--- src/inc/emrf_pkg.sv ---
// Constants, register map and carrier types for the receive filter block.
// Assumes a 32-bit APB slave with 12-bit byte offsets inside the block window.
package emrf_pkg;
  // ==========================================================================
  // Register offsets (byte addresses inside the block)
  localparam logic [11:0] OFF_RXC1 = 12'h010;
  localparam logic [11:0] OFF_RXC2 = 12'h014;
  localparam logic [11:0] OFF_SEED = 12'h020;
  localparam logic [11:0] OFF_MASK = 12'h0A0;
  localparam logic [11:0] OFF_MATCH = 12'h0C0;
  localparam logic [11:0] OFF_THRESH = 12'h0E0;
  localparam logic [11:0] OFF_STATION = 12'h0F0;
  localparam logic [11:0] OFF_RXSTAT = 12'h180;
  localparam logic [11:0] OFF_CORE = 12'h1FC;
  // ==========================================================================
  // Field positions
  localparam int RXC1_EN = 0;
  localparam int RXC1_PADSTRIP = 1;
  localparam int RXC1_LOOP = 4;
  localparam int RXC1_FILT = 5;
  localparam int RXC1_RUNT_OK = 6;
  localparam int RXC1_BC_DIS = 7;
  localparam int CORE_MAC_RST = 0;
  localparam int CORE_RX_FLUSH = 1;
  localparam int CORE_TX_FLUSH = 2;
  localparam int CORE_JAM = 3;
  localparam int CORE_MDC_DRV = 4;
  localparam int DA_MSB = 47;
  // ==========================================================================
  // Reset values and frame figures
  localparam logic [7:0] RST_BYTE = 8'h00;
  localparam logic [7:0] RST_THRESH = 8'h01;
  localparam logic [7:0] RST_SEED = 8'h01;
  localparam logic [4:0] RST_CORE = 5'h00;
  localparam logic [10:0] MIN_FRAME = 11'h040;
  localparam logic [10:0] PAD_END = 11'h03C;
  localparam logic [10:0] HDR_LEN = 11'h00E;
  localparam logic [15:0] MIN_PAYLOAD = 16'h002E;
  localparam logic [15:0] MAX_LEN = 16'h05DC;
  localparam logic [15:0] MIN_TYPE = 16'h0600;
  localparam logic [31:0] CRC_INIT = 32'hFFFFFFFF;
  localparam logic [31:0] CRC_POLY = 32'hEDB88320;
  localparam logic [31:0] CRC_RESIDUE = 32'hDEBB20E3;
  localparam logic [3:0] SFD_NIB = 4'hD;
  localparam logic [2:0] DA_BYTES = 3'h6;
  localparam int MDC_DIV = 32;
  // ==========================================================================
  // Carriers
  typedef struct packed {
    logic sof;
    logic [7:0] data;
  } emrf_byte_t;
  typedef struct packed {
    logic accept;
    logic addr_drop;
    logic runt;
    logic bad_type;
    logic fcs_err;
    logic flushed;
  } emrf_status_t;
endpackage : emrf_pkg

--- src/logic/emrf_rx_filter.sv ---
// Receive qualification, coprocessor control and APB register file.
// Assumes MII pins asynchronous to clk_i and a PHY clock far slower than clk_i.
`timescale 1ns/100ps
// Function
// - Unicast must match station address when filtering
// - Masked match equals masked destination passes
// - Zero mask disables multicast filtering
// - Length/type captured only after filter pass
// - Strip pad of short frames when enabled
// - Runts forwarded or purged per control bit
// - Invalid type values purge the frame
// - Bad FCS frames discarded and purged
// - Pad bytes enter the FCS check
// - Status per frame sent to packet engine
// - Loopback routes transmit data into receive
// - Receiver runs only when enabled
// - MDC driven out only when selected
// - Jam request on new receive when enabled
// - Transmit FIFO flush while bit set
// - Receive flush discards frames while set
// - MAC held reset while bit set
// - Seed loads crossover selection LFSR
// - Filter bit off passes all non-broadcast
// - Broadcast drop needs three conditions
module emrf_rx_filter #(
  parameter int MDC_DIV_P = emrf_pkg::MDC_DIV // MDC half period in clk_i cycles
) (
  input wire logic clk_i, // 125 MHz clock
  input wire logic srst_i, // Synchronous reset, high
  input wire logic psel_i, // APB select
  input wire logic penable_i, // APB enable
  input wire logic pwrite_i, // APB write
  input wire logic [11:0] paddr_i, // APB byte address
  input wire logic [31:0] pwdata_i, // APB write data
  output logic [31:0] prdata_o, // APB read data
  output logic pready_o, // APB ready
  output logic pslverr_o, // APB error, always low
  input wire logic mii_rx_clk_i, // PHY receive clock
  input wire logic mii_rx_dv_i, // PHY receive data valid
  input wire logic [3:0] mii_rxd_i, // PHY receive nibble
  input wire logic tx_clk_i, // Transmit clock for loopback
  input wire logic tx_en_i, // Transmit enable for loopback
  input wire logic [3:0] txd_i, // Transmit nibble for loopback
  output emrf_pkg::emrf_byte_t pe_byte_o, // Byte to packet engine
  output logic pe_valid_o, // Byte valid pulse
  output emrf_pkg::emrf_status_t pe_status_o, // Frame status
  output logic pe_status_vld_o, // Status valid pulse
  output logic jam_o, // Jam request pulse
  output logic tx_flush_o, // Transmit FIFO flush level
  output logic rx_flush_o, // Receive FIFO flush level
  output logic mac_rst_o, // MAC soft reset level
  output logic mdc_o, // MDC clock out
  output logic mdc_oe_o, // MDC output enable
  output logic xover_sel_o // MDI(0)/MDI-X(1) start choice
);
  import emrf_pkg::*;

  typedef enum logic [1:0] {ST_IDLE, ST_PRE, ST_DATA, ST_DROP} emrf_state_t;

  // ==========================================================================
  // Register file
  logic [7:0] rxc1_r, rxc2_r, seed_r, thresh_r;
  logic [4:0] core_r;
  logic [7:0] mask_r [6];
  logic [7:0] match_r [6];
  logic [7:0] station_r [6];
  logic [31:0] prdata_r;
  logic pready_r;
  emrf_status_t last_stat_r;

  wire apb_setup = psel_i & ~penable_i;
  wire apb_wr = psel_i & penable_i & pwrite_i & pready_r;
  wire [11:0] mk_off = paddr_i - OFF_MASK;
  wire [11:0] mt_off = paddr_i - OFF_MATCH;
  wire [11:0] st_off = paddr_i - OFF_STATION;
  wire mk_hit = (mk_off[11:5] == 7'h00) && (mk_off[1:0] == 2'h0) && (mk_off[4:2] < DA_BYTES);
  wire mt_hit = (mt_off[11:5] == 7'h00) && (mt_off[1:0] == 2'h0) && (mt_off[4:2] < DA_BYTES);
  wire st_hit = (st_off[11:5] == 7'h00) && (st_off[1:0] == 2'h0) && (st_off[4:2] < DA_BYTES);
  wire seed_wr = apb_wr && (paddr_i == OFF_SEED);

  logic [31:0] rd_mux;
  always_comb begin
    rd_mux = 32'h00000000;
    if (mk_hit) begin
      rd_mux = {24'h000000, mask_r[mk_off[4:2]]};
    end else if (mt_hit) begin
      rd_mux = {24'h000000, match_r[mt_off[4:2]]};
    end else if (st_hit) begin
      rd_mux = {24'h000000, station_r[st_off[4:2]]};
    end else begin
      case (paddr_i)
        OFF_RXC1: rd_mux = {24'h000000, rxc1_r};
        OFF_RXC2: rd_mux = {24'h000000, rxc2_r};
        OFF_SEED: rd_mux = {24'h000000, seed_r};
        OFF_THRESH: rd_mux = {24'h000000, thresh_r};
        OFF_CORE: rd_mux = {27'h0, core_r};
        OFF_RXSTAT: rd_mux = {26'h0, last_stat_r};
        default: rd_mux = 32'h00000000;
      endcase
    end
  end

  // Zero-wait slave: ready rises in the first access cycle
  always_ff @(posedge clk_i) begin
    if (srst_i) begin
      pready_r <= 1'b0;
      prdata_r <= 32'h00000000;
    end else begin
      pready_r <= apb_setup;
      if (apb_setup) begin
        prdata_r <= rd_mux;
      end
    end
  end

  always_ff @(posedge clk_i) begin
    if (srst_i) begin
      rxc1_r <= RST_BYTE;
      rxc2_r <= RST_BYTE;
      seed_r <= RST_SEED;
      thresh_r <= RST_THRESH;
      core_r <= RST_CORE;
    end else if (apb_wr) begin
      case (paddr_i)
        OFF_RXC1: rxc1_r <= pwdata_i[7:0];
        OFF_RXC2: rxc2_r <= pwdata_i[7:0]; // Kept zero by software
        OFF_SEED: seed_r <= pwdata_i[7:0];
        OFF_THRESH: thresh_r <= pwdata_i[7:0]; // Only 0x01 is meaningful
        OFF_CORE: core_r <= pwdata_i[4:0];
        default: ;
      endcase
    end
  end

  for (genvar g = 0; g < 6; g++) begin : g_addr
    always_ff @(posedge clk_i) begin
      if (srst_i) begin
        mask_r[g] <= RST_BYTE;
        match_r[g] <= RST_BYTE;
        station_r[g] <= RST_BYTE;
      end else if (apb_wr) begin
        if (mk_hit && (mk_off[4:2] == 3'(g))) begin
          mask_r[g] <= pwdata_i[7:0];
        end
        if (mt_hit && (mt_off[4:2] == 3'(g))) begin
          match_r[g] <= pwdata_i[7:0];
        end
        if (st_hit && (st_off[4:2] == 3'(g))) begin
          station_r[g] <= pwdata_i[7:0];
        end
      end
    end
  end

  // ==========================================================================
  // Coprocessor control outputs
  wire mac_rst = srst_i | core_r[CORE_MAC_RST];
  logic [15:0] mdc_cnt_r;
  logic mdc_r, mdc_oe_r, tx_flush_r, rx_flush_r, mac_rst_r;
  logic [7:0] lfsr_r;

  always_ff @(posedge clk_i) begin
    if (srst_i) begin
      mdc_cnt_r <= 16'h0000;
      mdc_r <= 1'b0;
      mdc_oe_r <= 1'b0;
      tx_flush_r <= 1'b0;
      rx_flush_r <= 1'b0;
      mac_rst_r <= 1'b0;
    end else begin
      mdc_oe_r <= core_r[CORE_MDC_DRV];
      tx_flush_r <= core_r[CORE_TX_FLUSH];
      rx_flush_r <= core_r[CORE_RX_FLUSH];
      mac_rst_r <= core_r[CORE_MAC_RST];
      if (mdc_cnt_r == 16'(MDC_DIV_P - 1)) begin
        mdc_cnt_r <= 16'h0000;
        mdc_r <= ~mdc_r;
      end else begin
        mdc_cnt_r <= mdc_cnt_r + 16'h0001;
      end
    end
  end

  // Seed reloads on every write so software can replay a start choice
  always_ff @(posedge clk_i) begin
    if (srst_i) begin
      lfsr_r <= RST_SEED;
    end else if (seed_wr) begin
      lfsr_r <= pwdata_i[7:0];
    end else begin
      lfsr_r <= {lfsr_r[6:0], lfsr_r[7] ^ lfsr_r[5] ^ lfsr_r[4] ^ lfsr_r[3]};
    end
  end

  // ==========================================================================
  // MII sampling; loopback picks the source ahead of the synchroniser
  wire [5:0] raw_in = rxc1_r[RXC1_LOOP] ? {tx_clk_i, tx_en_i, txd_i}
                                        : {mii_rx_clk_i, mii_rx_dv_i, mii_rxd_i};
  logic [5:0] sync1_r, sync2_r;
  logic clk_d_r;
  always_ff @(posedge clk_i) begin
    if (srst_i) begin
      sync1_r <= 6'h00;
      sync2_r <= 6'h00;
      clk_d_r <= 1'b0;
    end else begin
      sync1_r <= raw_in;
      sync2_r <= sync1_r;
      clk_d_r <= sync2_r[5];
    end
  end
  wire link_edge = sync2_r[5] & ~clk_d_r;
  wire s_dv = sync2_r[4];
  wire [3:0] s_nib = sync2_r[3:0];

  // ==========================================================================
  // Receive engine
  emrf_state_t st_r;
  logic [3:0] lo_nib_r;
  logic hi_r, byte_stb_r, decide_r, pass_r;
  logic [7:0] byte_r;
  logic [10:0] cnt_r;
  logic [7:0] da_r [6];
  logic [15:0] lt_r;
  logic [31:0] crc_r;
  logic [2:0] replay_r;
  emrf_byte_t pe_byte_r;
  logic pe_valid_r, stat_vld_r, jam_r;
  emrf_status_t stat_r;

  function automatic logic [31:0] crc_byte(input logic [31:0] c, input logic [7:0] d);
    logic [31:0] x;
    x = c ^ {24'h000000, d};
    for (int i = 0; i < 8; i++) begin
      x = x[0] ? ((x >> 1) ^ CRC_POLY) : (x >> 1);
    end
    return x;
  endfunction

  wire [47:0] da48 = {da_r[0], da_r[1], da_r[2], da_r[3], da_r[4], da_r[5]};
  wire [47:0] sta48 = {station_r[0], station_r[1], station_r[2],
                       station_r[3], station_r[4], station_r[5]};
  wire [47:0] msk48 = {mask_r[0], mask_r[1], mask_r[2], mask_r[3], mask_r[4], mask_r[5]};
  wire [47:0] mtc48 = {match_r[0], match_r[1], match_r[2],
                       match_r[3], match_r[4], match_r[5]};
  wire filt_en = rxc1_r[RXC1_FILT];
  wire mask_nz = (msk48 != 48'h000000000000);
  wire is_bcast = (da48 == 48'hFFFFFFFFFFFF);
  wire is_group = da48[DA_MSB];
  wire uni_ok = ~filt_en | (da48 == sta48);
  wire grp_ok = ~filt_en | ~mask_nz | ((msk48 & mtc48) == (msk48 & da48));
  wire bc_ok = ~(rxc1_r[RXC1_BC_DIS] & mask_nz & filt_en);
  wire addr_ok = is_bcast ? bc_ok : (is_group ? grp_ok : uni_ok);

  wire is_len = (lt_r <= MAX_LEN);
  wire lt_bad = (lt_r > MAX_LEN) && (lt_r < MIN_TYPE);
  wire padded = is_len && (lt_r < MIN_PAYLOAD);
  wire [10:0] pay_end = HDR_LEN + lt_r[10:0];
  wire in_pad = rxc1_r[RXC1_PADSTRIP] & padded & (cnt_r >= pay_end) & (cnt_r < PAD_END);
  wire live_out = byte_stb_r & pass_r & (cnt_r >= 11'(DA_BYTES)) & ~in_pad;
  wire frame_end = (st_r == ST_DATA) & ~s_dv;
  wire is_runt = (cnt_r < MIN_FRAME) & ~padded;
  wire runt_drop = is_runt & ~rxc1_r[RXC1_RUNT_OK];
  wire fcs_bad = (crc_r != CRC_RESIDUE);
  wire flush_abort = core_r[CORE_RX_FLUSH] & (st_r == ST_DATA);
  wire type_abort = byte_stb_r & pass_r & (cnt_r == 11'h00E) & lt_bad;

  // Nibble to byte assembly, low nibble first
  always_ff @(posedge clk_i) begin
    if (mac_rst) begin
      st_r <= ST_IDLE;
      hi_r <= 1'b0;
      lo_nib_r <= 4'h0;
      byte_r <= 8'h00;
      byte_stb_r <= 1'b0;
      jam_r <= 1'b0;
    end else begin
      byte_stb_r <= 1'b0;
      jam_r <= 1'b0;
      case (st_r)
        ST_IDLE: begin
          if (rxc1_r[RXC1_EN] && link_edge && s_dv) begin
            st_r <= ST_PRE;
          end
        end
        ST_PRE: begin
          if (link_edge && !s_dv) begin
            st_r <= ST_IDLE;
          end else if (link_edge && s_nib == SFD_NIB) begin
            st_r <= ST_DATA;
            hi_r <= 1'b0;
            jam_r <= core_r[CORE_JAM];
          end
        end
        ST_DATA: begin
          if (frame_end || flush_abort || type_abort || (decide_r && !addr_ok)) begin
            st_r <= frame_end ? ST_IDLE : ST_DROP;
          end else if (link_edge) begin
            hi_r <= ~hi_r;
            lo_nib_r <= s_nib;
            if (hi_r) begin
              byte_r <= {s_nib, lo_nib_r};
              byte_stb_r <= 1'b1;
            end
          end
        end
        ST_DROP: begin
          if (!s_dv) begin
            st_r <= ST_IDLE;
          end
        end
        default: st_r <= ST_IDLE;
      endcase
    end
  end

  // Byte bookkeeping: destination capture, length/type, FCS
  always_ff @(posedge clk_i) begin
    if (mac_rst || st_r == ST_PRE) begin
      cnt_r <= 11'h000;
      crc_r <= CRC_INIT;
      lt_r <= 16'h0000;
      decide_r <= 1'b0;
      pass_r <= 1'b0;
    end else begin
      decide_r <= byte_stb_r && (cnt_r == 11'h005);
      if (decide_r) begin
        pass_r <= addr_ok;
      end
      if (byte_stb_r) begin
        if (cnt_r != 11'h7FF) begin
          cnt_r <= cnt_r + 11'h001;
        end
        crc_r <= crc_byte(crc_r, byte_r); // Pad bytes included
        if (cnt_r < 11'(DA_BYTES)) begin
          da_r[cnt_r[2:0]] <= byte_r;
        end
        if (pass_r && cnt_r == 11'h00C) begin
          lt_r[15:8] <= byte_r;
        end
        if (pass_r && cnt_r == 11'h00D) begin
          lt_r[7:0] <= byte_r;
        end
      end
    end
  end

  // Lengths are judged on lt_r after byte 13; type check runs on byte 14
  // Replay of the held destination, then live bytes; status on every frame
  always_ff @(posedge clk_i) begin
    if (mac_rst) begin
      replay_r <= 3'h0;
      pe_byte_r <= '0;
      pe_valid_r <= 1'b0;
      stat_r <= '0;
      stat_vld_r <= 1'b0;
      last_stat_r <= '0;
    end else begin
      pe_valid_r <= 1'b0;
      stat_vld_r <= 1'b0;
      // Copy one cycle after the pulse, once stat_r holds this frame
      if (stat_vld_r) begin
        last_stat_r <= stat_r;
      end
      if (decide_r && addr_ok && st_r == ST_DATA) begin
        replay_r <= DA_BYTES;
      end else if (replay_r != 3'h0) begin
        replay_r <= replay_r - 3'h1;
        pe_valid_r <= 1'b1;
        pe_byte_r.sof <= (replay_r == DA_BYTES);
        pe_byte_r.data <= da_r[3'(DA_BYTES - replay_r)];
      end else if (live_out && st_r == ST_DATA) begin
        pe_valid_r <= 1'b1;
        pe_byte_r.sof <= 1'b0;
        pe_byte_r.data <= byte_r;
      end
      if (st_r == ST_DATA && (frame_end || flush_abort || type_abort ||
          (decide_r && !addr_ok))) begin
        stat_vld_r <= 1'b1;
        stat_r.addr_drop <= decide_r && !addr_ok;
        stat_r.bad_type <= type_abort;
        stat_r.flushed <= flush_abort;
        stat_r.runt <= frame_end & runt_drop;
        stat_r.fcs_err <= frame_end & fcs_bad;
        stat_r.accept <= frame_end && pass_r && !runt_drop && !fcs_bad;
      end
    end
  end

  // ==========================================================================
  // Outputs
  assign prdata_o = prdata_r;
  assign pready_o = pready_r;
  assign pslverr_o = 1'b0;
  assign pe_byte_o = pe_byte_r;
  assign pe_valid_o = pe_valid_r;
  assign pe_status_o = stat_r;
  assign pe_status_vld_o = stat_vld_r;
  assign jam_o = jam_r;
  assign tx_flush_o = tx_flush_r;
  assign rx_flush_o = rx_flush_r;
  assign mac_rst_o = mac_rst_r;
  assign mdc_o = mdc_r;
  assign mdc_oe_o = mdc_oe_r;
  assign xover_sel_o = lfsr_r[7];
endmodule : emrf_rx_filter

--- config.mk ---
export PLATFORM = sky130hd
export DESIGN_NAME = emrf_rx_filter
export DESIGN_NICKNAME = d
export VERILOG_FILES = /design/src/inc/emrf_pkg.sv /design/src/logic/emrf_rx_filter.sv
export SDC_FILE = /design/constraint.sdc
export NUM_CORES = 1
export LEC_CHECK = 0
export BUFFER_PORTS_ARGS = -buffer_cell sky130_fd_sc_hd__buf_2
export CORE_MARGIN = 1.5
export CORE_UTILIZATION = 55
export DETAILED_ROUTE_END_ITERATION = 8
export PLACE_DENSITY = 0.79
export SLEW_MARGIN = 20
export SYNTH_ARGS = -nofsm -noshare
export SYNTH_HDL_FRONTEND = slang
export SYNTH_SLANG_ARGS = --single-unit
--- constraint.sdc ---
create_clock -name clk_i -period 8 [get_ports clk_i]
set_clock_uncertainty 0.15 [all_clocks]
set_input_delay 0.8 -clock clk_i [delete_from_list [all_inputs] [get_ports clk_i]]
set_output_delay 0.8 -clock clk_i [all_outputs]
set_load 0.02 [all_outputs]
==> out/metrics.cfg <==
[outcome]
status = finished, violations left
violations = design-rule violations

[floorplanning]
core_area_sq_um = 35700
rows = 69
start_util_pct = 56.1
ios = 119
die-area_sq_um = 37600
die_h_microns = 194
die_w_microns = 194

[cts]
clock-sinks = 400
clk_pin_slew_ns = 0.06
tritoncts = done
cts_buffers = 43
post-cts-setup-buffers = 0
clockBufferDepth = 3
cts.repair.resized = 0
insertion_delay_ns = 0.57
hold_buffers = 0
root_buffer = clkbuf_16
h-tree-depth = 2

[detailed_routing]
wl_per_cell_microns = 23.5
num_vias = 15135
drt_pass1_iterations = 9
vias_per_cell = 6.21
wl_microns = 57200
drc = 6
dr.first_iter.drc_count = 1799
ant_nets = 0

[logic_synthesis]
synth-edff-count = 208
synth_ff_type = edfxtp_1
netlist_area_sq_um = 20100
seq_area_frac_synth_pct = 50.3
syn_avg_cell_area_sq_um = 10.5
syn-instance-count = 1905
yosys_warnings = 0
synth.distinct_cells = 64
synth-async-reset-ratio_pct = 0
synth_seq_cells = 400

[grt]
overflow = 0
grt_max_degree = 70
antenna_found_initial = 3
grt_pass1_vias = 14527
track_usage_pct = 30.5
grt_pass1_wl_microns = 87500

[place]
dpl.hpwl_microns = 40500
gp_congestion = 0.990
dpl_cell_area_sq_um = 20600
portBuffers = 69

[critical_path]
startpoint_type = input pin
cp_top_family = buffers and inverters
critPathMaxFanout = 39
crit_path_end_kind = register
arrival_ns = 4.49
cp_num_buf_inv = 2
critPathKind = input pin to register
critPathMaxStageDelay_ns = 0.89
cp.required_ns = 8.28
critical-path-slowest-cell = nor3_1
crit_chain = buf_2, clkinv_1, ha_1, nor2_1, o2111ai_4, nor3_1, and2_1

[pwr]
p_leak_uw = 0.00838
switchingPower_uw = 1200
swShare_pct = 25.4
ir_worst_vdd_mv = 0.173
power_uw = 4720
comb_power_share_pct = 11.3
pwr-share-seq_pct = 47.8
power_frac_clock_pct = 40.9
p_per_area_nw_per_um2 = 214
power.internal_uw = 3520

[job]
maxCapViolCount = 0

[timing]
min_period_ns = 4.21
hold_ws_ns = 0.285
setup_tns_ns = 0
drv_slew = 0
relSlewSlack_pct = 27.4
rsz0062_at_grt = false
worstMarginPinSlew_ns = 1.08
period_share_pct = 52.7
fmax_mhz = 237
hold_viol = 0
setup_viol = 0

[worst_hold_path]
hold_class = register to register

[finish]
multiInputGateArea_sq_um = 9490
drive_gt1_share_pct = 11.0
nFillCells = 2940
syn_to_final_growth_pct = 9.66
register_area_sq_um = 10100
nets = 2032
most-common-layout-cells = nand2_1, edfxtp_1, dfxtp_1
final_core_util_pct = 61.6
postLayoutCellArea_sq_um = 22000
final_common_cell = nand2_1

[sequential cells by signal, summed over array words and instances, names as in the netlist, 9 cells and up]
name,flops
match_r,48
mask_r,48
station_r,48
mdc_cnt_r,16
cnt_r,11
crc_r,32
lt_r,16
da_r,64
pe_byte_o,9
[kinds of logic after synthesis]
kind of cell             after synthesis  share of synthesized area, %
AO/OA/AOI/OAI                        257                          7.84
XOR/XNOR                             202                          8.82
adder cells (fa/ha/maj)               28                          1.75
buffers and inverters                145                          3.38
flip-flops                           400                          50.3
multiplexers                         129                          8.98
other                                  1                        0.0187
AND/OR/NAND/NOR                      743                          18.9
[worst reg2reg max path, delay by kind of cell (launching register included)]
family / cells / cell delay [ns]
simple gates: 4 / 1.57
compound gates: 3 / 1.07
flops: 1 / 0.58
mux: 1 / 0.25
[power groups by stage]
stage | clock [uW] | combinational [uW] | sequential, uW
CTS | 1940 | 531 | 2260
global placement | 0 | 517 | 2300
finish | 1930 | 532 | 2260
floorplan | 0 | 417 | 2280
detailed placement | 0 | 529 | 2300
global route | 2020 | 579 | 2260
[layout make-up]
class                      count  area share [%]
sequential                   400            45.9
multi-input combinational   1400            43.1
clock buffer                  58            5.53
tap                          461            2.62
timing repair buffer          80            1.94
clock inverter                18           0.597
inverter                      18           0.307
antenna                        1          0.0114
[final timing paths]
| kind | start | endpoint | slack (ns) | cells after the start |
|---|---|---|---|---|
| worst max-delay path | paddr_i[4] | station_r[4][3] | 3.79 | 7 |
| worst min register to register | sync1_r[2] | sync2_r[2] | 0.28 | 1 |
| worst max register to register | da_r[1][3] | byte_r[4] | 4.29 | 8 |
| worst min-delay path | sync1_r[2] | sync2_r[2] | 0.28 | 1 |
[through the flow]
step / setup WS, ns / cells
3_3_place_gp: 3.18 / 2359
4_1_cts: 3.69 / 2435
5_1_grt: 3.68 / 2435
3_5_place_dp: 3.13 / 2359
6_report: 3.79 / 2436
2_1_floorplan: 4.43 / 1945
[cells in the mapped netlist, types with 7 or more instances]
cell	n	area share [%]
o211ai_1	9	0.34
buf_1	12	0.22
a22oi_1	29	1.1
edfxtp_1	208	31
and2_1	154	4.8
nand2b_1	11	0.34
nor4_1	39	1.2
xor2_1	137	6.0
nor3_1	28	0.70
buf_4	27	1.0
nand4_1	38	1.2
a211oi_1	8	0.30
nor2_1	117	2.2
nor2b_1	22	0.69
buf_2	14	0.35
mux4_2	40	4.5
xnor2_1	65	2.8
ha_1	28	1.7
mux2_2	8	0.45
inv_1	17	0.32
mux2i_1	81	4.0
nand3_1	61	1.5
clkbuf_1	72	1.3
nand2_1	227	4.2
o21bai_1	21	0.79
dfxtp_1	192	19
nor2_4	7	0.39
a21oi_1	81	2.0
o21ai_0	71	1.8
[per-layer routing]
metal,global-route usage (%),part of all wire (%)
met3,4.63,9.8
met5,0,0
met1,42.7,41
met2,48.5,46
met4,11.0,3.7
(Power assumes the default switching activity.)
